### src/port_pwr_consts.svh
`ifndef PORT_PWR_CONSTS_SVH
`define PORT_PWR_CONSTS_SVH
`define NUM_PORTS 6
`define OC_FILTER_NS 1000
`define CLK_PERIOD_NS 4
`define OC_FILTER_CYCLES ((`OC_FILTER_NS + `CLK_PERIOD_NS - 1) / `CLK_PERIOD_NS)
`define CNT_WIDTH 10
`define PIN_IDLE_LEVEL 1'b1
`define PIN_DRIVE_LEVEL 1'b0
`endif

### src/port_pwr_pkg.sv
`default_nettype none
package port_pwr_pkg;
  typedef logic [5:0] port_vec_t;
  typedef enum logic [1:0] {
    ST_OFF    = 2'b00,
    ST_ON     = 2'b01,
    ST_FAULT  = 2'b10
  } port_state_t;
endpackage
`default_nettype wire

### src/oc_filter.sv
`default_nettype none
`include "port_pwr_consts.svh"
// ==========================================================
// Overcurrent qualifier for one pin
module oc_filter #(
  parameter int FILTER_CYCLES = `OC_FILTER_CYCLES
) (
  // Clock and reset
  input  wire logic sys_clk,
  input  wire logic resetn,
  // Control
  input  wire logic sense_en,
  input  wire logic pin_low,
  // Result
  output var  logic oc_active
);
  localparam logic [`CNT_WIDTH-1:0] LIMIT = `CNT_WIDTH'(FILTER_CYCLES - 1);
  logic [`CNT_WIDTH-1:0] cnt_reg;
  wire                   at_limit = (cnt_reg == LIMIT);

  // Short glitches from switch inrush are ignored; only a steady low counts
  always_ff @(posedge sys_clk) begin
    if (!resetn || !sense_en || !pin_low) begin
      cnt_reg   <= '0;
      oc_active <= 1'b0;
    end else if (!at_limit) begin
      cnt_reg   <= cnt_reg + `CNT_WIDTH'(1);
    end else begin
      oc_active <= 1'b1;
    end
  end
endmodule
`default_nettype wire

### src/port_power_overcurrent_ctl.sv
`default_nettype none
`include "port_pwr_consts.svh"
// How it works
// - Outside ganged mode an enabled port's pin is left undriven as an input so the pull-up holds it high.
// - That pulled-up high is the power-on command to the external switch of the port.
// - While a port is enabled outside ganged mode its pin is sampled and a low reads as overcurrent.
// - A port disabled by configuration or by the host has its pin driven low as an output.
// - In ganged mode the shared pin serves as power enable and sense for every port.
module port_power_overcurrent_ctl
#(
  parameter int FILTER_CYCLES = `OC_FILTER_CYCLES
) (
  // Clock and reset
  input  wire logic              sys_clk,
  input  wire logic              resetn,
  // Configuration and host control
  input  wire logic              gang_mode,
  input  wire port_pwr_pkg::port_vec_t cfg_port_en,
  input  wire port_pwr_pkg::port_vec_t host_port_en,
  // Per-port pins, bit 0 is port 1
  input  wire port_pwr_pkg::port_vec_t port_pwr_oc_pin_in,
  output var  port_pwr_pkg::port_vec_t port_pwr_oc_pin_out,
  output var  port_pwr_pkg::port_vec_t port_pwr_oc_pin_oe,
  // Shared pin
  input  wire logic              shared_pwr_oc_pin_in,
  output var  logic              shared_pwr_oc_pin_out,
  output var  logic              shared_pwr_oc_pin_oe,
  // Status
  output var  port_pwr_pkg::port_vec_t port_powered,
  output var  port_pwr_pkg::port_vec_t port_overcurrent
);
  import port_pwr_pkg::*;

  // ==========================================================
  // Helpers
  // One level on every port; the ganged status and pin drive use it
  function automatic port_vec_t fan_out(input logic level);
    fan_out = {`NUM_PORTS{level}};
  endfunction

  // ==========================================================
  // Pin synchronisers
  // Reset to the pull-up level so that no false low follows reset
  port_vec_t pin_meta_reg;
  port_vec_t pin_sync_reg;
  logic      shared_meta_reg;
  logic      shared_sync_reg;

  always_ff @(posedge sys_clk) begin
    if (!resetn) begin
      pin_meta_reg <= {`NUM_PORTS{`PIN_IDLE_LEVEL}};
      pin_sync_reg <= {`NUM_PORTS{`PIN_IDLE_LEVEL}};
    end else begin
      pin_meta_reg <= port_pwr_oc_pin_in;
      pin_sync_reg <= pin_meta_reg;
    end
  end

  always_ff @(posedge sys_clk) begin
    if (!resetn) begin
      shared_meta_reg <= `PIN_IDLE_LEVEL;
      shared_sync_reg <= `PIN_IDLE_LEVEL;
    end else begin
      shared_meta_reg <= shared_pwr_oc_pin_in;
      shared_sync_reg <= shared_meta_reg;
    end
  end

  // ==========================================================
  // Enable decode
  port_vec_t port_en;
  port_vec_t port_released;
  port_vec_t port_sense_en;
  logic      any_en;
  logic      gang_en;
  logic      shared_released;
  logic      shared_sense_en;

  assign port_en         = cfg_port_en & host_port_en;
  assign any_en          = |port_en;
  // Ganged switch is powered while any port wants power
  assign gang_en         = gang_mode && any_en;
  // Pins count as released only once the registered drive has let go
  assign port_released   = ~port_pwr_oc_pin_oe;
  assign shared_released = !shared_pwr_oc_pin_oe;
  // Our own low drive must not read as a fault when a port comes on.
  // Two stale synchroniser samples still reach the filter, so it must
  // be set to more than two cycles.
  assign port_sense_en   = gang_mode ? fan_out(1'b0) : (port_en & port_released);
  assign shared_sense_en = gang_en && shared_released;

  // ==========================================================
  // Overcurrent qualification
  port_vec_t oc_raw;
  logic      shared_oc;

  for (genvar i = 0; i < `NUM_PORTS; i++) begin : g_port
    oc_filter #(.FILTER_CYCLES(FILTER_CYCLES)) u_filt (
      .sys_clk   (sys_clk),
      .resetn    (resetn),
      .sense_en  (port_sense_en[i]),
      .pin_low   (!pin_sync_reg[i]),
      .oc_active (oc_raw[i])
    );
  end

  oc_filter #(.FILTER_CYCLES(FILTER_CYCLES)) u_filt_shared (
    .sys_clk   (sys_clk),
    .resetn    (resetn),
    .sense_en  (shared_sense_en),
    .pin_low   (!shared_sync_reg),
    .oc_active (shared_oc)
  );

  // ==========================================================
  // Pin drive and status
  port_vec_t pin_oe_next;
  port_vec_t pin_out_next;
  port_vec_t powered_next;
  port_vec_t oc_next;
  logic      shared_oe_next;
  logic      shared_out_next;

  // Disabled pin drives low; enabled pin floats to the pull-up; in ganged mode every per-port pin drives low
  assign pin_oe_next     = gang_mode ? fan_out(1'b1) : ~port_en;
  // Open-drain style: a high only ever comes from the pull-up
  assign pin_out_next    = fan_out(`PIN_DRIVE_LEVEL);
  assign shared_oe_next  = !gang_en;
  assign shared_out_next = `PIN_DRIVE_LEVEL;
  // Pull-up high is the switch's on command
  assign powered_next    = gang_mode ? fan_out(gang_en) : port_en;
  // One shared fault hits every port; not latched, switching off is up to firmware
  assign oc_next         = gang_mode ? fan_out(shared_oc) : oc_raw;

  // Per-port pins; reset drives all low so no switch turns on early
  always_ff @(posedge sys_clk) begin
    if (!resetn) begin
      port_pwr_oc_pin_out <= fan_out(`PIN_DRIVE_LEVEL);
      port_pwr_oc_pin_oe  <= fan_out(1'b1);
    end else begin
      port_pwr_oc_pin_out <= pin_out_next;
      port_pwr_oc_pin_oe  <= pin_oe_next;
    end
  end

  // Shared pin
  always_ff @(posedge sys_clk) begin
    if (!resetn) begin
      shared_pwr_oc_pin_out <= `PIN_DRIVE_LEVEL;
      shared_pwr_oc_pin_oe  <= 1'b1;
    end else begin
      shared_pwr_oc_pin_out <= shared_out_next;
      shared_pwr_oc_pin_oe  <= shared_oe_next;
    end
  end

  // Status
  always_ff @(posedge sys_clk) begin
    if (!resetn) begin
      port_powered     <= fan_out(1'b0);
      port_overcurrent <= fan_out(1'b0);
    end else begin
      port_powered     <= powered_next;
      port_overcurrent <= oc_next;
    end
  end
endmodule
`default_nettype wire

### config.mk
export PLATFORM = sky130hd
export DESIGN_NAME = port_power_overcurrent_ctl
export DESIGN_NICKNAME = d
export VERILOG_FILES = /design/src/port_pwr_pkg.sv /design/src/oc_filter.sv /design/src/port_power_overcurrent_ctl.sv
export VERILOG_INCLUDE_DIRS = /design/src
export SDC_FILE = /design/constraint.sdc
export NUM_CORES = 1
export LEC_CHECK = 0
export ABC_AREA = 0
export BUFFER_PORTS_ARGS = -buffer_cell sky130_fd_sc_hd__buf_2
export CAP_MARGIN = 20
export CORE_MARGIN = 3
export CORE_UTILIZATION = 58
export DETAILED_ROUTE_END_ITERATION = 16
export GPL_TIMING_DRIVEN = 0
export HOLD_SLACK_MARGIN = 0.03
export PLACE_DENSITY = 0.76
export SLEW_MARGIN = 20
export SYNTH_ARGS = -nofsm -noshare
export SYNTH_HDL_FRONTEND = slang
export SYNTH_SLANG_ARGS = --single-unit
### constraint.sdc
create_clock -name sys_clk -period 2.17 [get_ports sys_clk]
set_input_delay 0.1085 -clock sys_clk [delete_from_list [all_inputs] [get_ports sys_clk]]
set_output_delay 0.1085 -clock sys_clk [all_outputs]
set_load 0.005 [all_outputs]
### Word-level counts from Yosys, hierarchy flattened

Cells that the tools add are included.
Widths: inputs -> output; s select.

* input bits: 22
* output and inout port bits: 26
* word-level logic and storage cells: 72
* flip-flop bits (word level): 110

* $add $sub $neg: 7
* bitwise logic cells: 5
* reductions and logical operators: 28
* equality and inequality tests: 7
* multiplexer cells: 3

Operator list (number)
* $add 10x1->10 const B: 7
* $eq 10x8->1 const B: 7
* $mux 6: 3
* $logic_or 1x1->1: 14
* $and 6x6->6: 2
* $not 6->6: 2
* $logic_not 1->1: 10
* $reduce_or 6->1: 1
* $logic_and 1x1->1: 2
* $reduce_or 2->1: 1
* $not 1->1: 1

### Longest topological paths before layout

* depth after elaboration: 7
* depth in mapped cells: 5
* depth with buffers taken out: 5

### Hierarchy

Synthesis repeated with hierarchy kept, for this count alone.

* cell total of the unflattened synthesis: 517
* area, all modules: 4739.5 sq um

By module, submodules not included
* oc_filter: cells an instance 57, seq. area each 220.2 sq um, instances 7, area each 510.5 sq um
* port_power_overcurrent_ctl: cells an instance 118, seq. area each 660.6 sq um, instances 1, area each 1166.1 sq um

### Least setup slack after synthesis

No wires, ideal clock.

* path type: reg-to-reg
* from: reg g_port[3].u_filt.cnt_reg[0]
* to: reg g_port[3].u_filt.cnt_reg[1]
* buffers on the path: 0
* required time: 2.084 ns
* period minus slack after synthesis: 1.617 ns
* cell stages (with the launch flop): 5
* library setup time: 0.086 ns
* arrival time: 1.531 ns
* slack: 0.553 ns
* cell sequence: dfxtp_1 > ha_1 > or4b_4 > or3_1 > a211oi_1

* cells in the longest elaborated chain, start to end: 1
* elaborated cells on any way between the ends: 2
* classes of those cells: add/sub: 1; eq/ne: 1

Ends and longest elaborated chain
* start: declaration: RTL line oc_filter.sv:18 `` logic [`CNT_WIDTH-1:0] cnt_reg; ``
* start signal: assignment: RTL line oc_filter.sv:27 `` cnt_reg <= cnt_reg + `CNT_WIDTH'(1); ``
* $add 10x1->10 / $eq 10x8->1 (equally long branches): RTL line oc_filter.sv:27, oc_filter.sv:19

Parallel ways exist; a longest one is shown, timed or not.
A chain may end at the register's enable or synchronous reset.

### Worst setup path after layout

* from: in host_port_en[1]
* to: reg port_powered[4]

* cells in the longest elaborated chain, start to end: 4

Ends and longest elaborated chain
* start: declaration: RTL line port_power_overcurrent_ctl.sv:19 `input wire port_pwr_pkg::port_vec_t host_port_en,`
* $and 6x6->6: RTL line port_power_overcurrent_ctl.sv:79 `assign port_en = cfg_port_en & host_port_en;`
* $reduce_or 6->1: RTL line port_power_overcurrent_ctl.sv:80 `assign any_en = |port_en;`
* $logic_and 1x1->1: RTL line port_power_overcurrent_ctl.sv:82 `assign gang_en = gang_mode && any_en;`
* $mux 6: RTL line port_power_overcurrent_ctl.sv:131 `assign powered_next = gang_mode ? fan_out(gang_en) : port_en;`
* end signal: assignment: RTL line port_power_overcurrent_ctl.sv:160 `port_powered <= fan_out(1'b0);`
* end signal: assignment: RTL line port_power_overcurrent_ctl.sv:163 `port_powered <= powered_next;`
* end: declaration: RTL line port_power_overcurrent_ctl.sv:29 `output var port_pwr_pkg::port_vec_t port_powered,`

No other way between the ends.

==> run metrics <==
vias per cell 5.77; period utilization 0.891; Antenna Nets Post-Route 0; CP Data Arrival Time 2120 ps; area of the core 7770 um2; Pint 2790 uW; Pleak 0.00175 uW; cells after synthesis 504; number of flops mapped to enable cells by yosys 0; crit path kind primary input to flip-flop; clk_lat worst skew 370 ps; Ant. Diodes 0; Final Net Count 610; power per cell area 657 nW/um2; fmax 517 MHz; clock share of power 0.385; Yosys reg bits 110; worst-margin pin slew 1050 ps; clock tree buffer depth 2; Switch Pwr 729 uW; Sw Share 0.207; Post-CTS Setup Inserts 0; Fin. Hold Viols 0; Slowest-stage cell, CP o311ai_1; most frequent cell after synthesis dfxtp_1; Largest register FFs 60; Placed Area 4990 um2; Commonest cells post-synth dfxtp_1 (110), a21oi_1 (37), or3_1 (32); status completed; initial drt markers 178; I/O pin count 48; Synth warnings 0; max_slew headroom 0.286; num rows 32; routability cong. 0.805; die area 9130 um2; final setup fails 0; CP Max Fanout 7; main flop type after synthesis dfxtp_1; Die Ht 95.5 um; cts hold-fix bufs 14; Max VDD drop 452 uV; max-slew violations 0; final cell count without fillers 681; clock buffer count from CTS 9; HPWL Detailed 6780 um; Worst EP required 2360 ps; post-synth cell types 49; drt drc 0; synthesized area per cell 9.23 um2; DR WL/cell 14.3 um; Final min period 1930 ps; pin count of the biggest net entering global routing 18; share of cells above drive strength 1 0.119; total grt overflow 0; FF-to-FF path depth 4; sum of negative setup slack 0 ps; cts repair resizes 0; MaxCap Viol Count 0; CTS Root Cell clkbuf_8; Worst Path Buf+Inv 2; Mapped Area 4650 um2; post-route design area 5360 um2; dpl cells 651; initial antenna violation count 0; vias in the first global route 3573; skew final 11.0 ps; router iterations before antenna repair 4; nature of the critical path endpoint flip-flop; critical path launch point type primary input; RSZ-0062 raised after global routing no; max incr delay on CP 920 ps; CTS clk-pin slew, worst paths 100 ps; DIE WIDTH 95.5 um; Sink Count 110; TritonCTS clock tree yes; Port Buf Inserts 39; area delta synth->final 15.2%; hold_ws 37.4 ps; Total GRT Usage 0.220; worst hold path stage count 2; global-route wire length before repair 15900 um; Comb power frac 0.032; Initial Util 0.599; Levels on crit path 5; Synth top area share 0.474; Synth area leader dfxtp_1; Synth area leaders dfxtp_1 (47%), or3_1 (4.3%), a21oi_1 (4.0%), ha_1 (3.8%), o21ai_0 (3.0%); Async S/R FF share, synth 0; DR vias 3929; family with the most delay on the worst path compound AO/OA/AOI/OAI gates; worst-path cell chain dlygate4sd3_1, buf_2, a22o_1, o311ai_1, nand2_1; share of power burned in registers 0.583; Hold Path Class primary input to flip-flop; sequential-to-total area share from yosys stat 0.474; final wirelength 9730 um; CTS H-tree lvls 3
-- through the flow --
step,utilization,setup WS (ps),total power [uW]
6_report,0.690,236,3520
5_1_grt,0.690,132,3640
4_1_cts,0.690,215,3540
3_5_place_dp,0.643,365,2190
3_3_place_gp,0.643,318,2190
2_1_floorplan,-,553,2140
-- power by group through the flow --
stage	combinational (uW)	sequential, uW	clock [uW]
after floorplan	44.4	2100	0
after global placement	94.4	2100	0
after detailed placement	95.3	2100	0
after CTS	113	2050	1380
after global routing	125	2050	1460
final	113	2050	1350
-- worst paths after layout --
kind,start,to,slack (ps)
hold / removal,host_port_en[0],port_pwr_oc_pin_oe[0],40
setup reg to reg,g_port[3].u_filt.cnt_reg[0],g_port[3].u_filt.cnt_reg[1],450
hold reg to reg,pin_meta_reg[3],pin_sync_reg[3],420
setup / recovery,host_port_en[1],port_powered[4],240
-- metal layers --
metal | wire length (um) | global-route usage
met5 | 0 | 0
met4 | 112 | 0.0486
met3 | 416 | 0.0560
met2 | 4850 | 0.388
met1 | 4350 | 0.269
-- cells in the final DEF, fill, tap and decap left out, types with 4 or more instances in the layout --
cell,netlist,layout
xor2_1,9,9
a31oi_1,6,6
ha_1,14,14
nor3_1,8,8
buf_2,2,41
clkbuf_1,10,11
conb_1,1,7
and2_1,7,7
dfxtp_1,110,110
a21boi_0,4,4
a21oi_1,37,37
o31ai_1,12,12
nor2_1,20,20
clkbuf_8,0,10
inv_1,30,30
nor4_1,9,9
a211oi_1,14,14
a311o_1,4,4
nand2_1,19,19
dlygate4sd3_1,0,14
nand3_1,25,25
o21ai_0,28,28
nand4_1,16,16
or3_1,32,32
xnor2_1,5,5
buf_4,7,7
o31a_1,6,6
or4_1,8,8
nand2b_1,19,19
nand4b_1,7,7
-- cells by family (layout without fill, tap and decap cells) --
family	after synthesis	in the layout	synth area share
AOI/OAI and AO/OA	123	123	0.169
xor gates and xnor gates	14	14	0.0264
adders and majority gates	14	14	0.0377
buffers and inverters	50	119	0.0466
DFF	110	110	0.474
other	1	7	0.000807
and+or+nand+nor	192	192	0.246
-- cell type report --
cell class	instances	area, um2
timing repair buffer	53	335
multi-input combinational	350	2250
buffer	20	104
inverter	30	113
sequential	110	2200
clock buffer	11	141
tap	102	128
clock inverter	5	81.3
fill	675	2410
(Power assumes the default switching activity.)
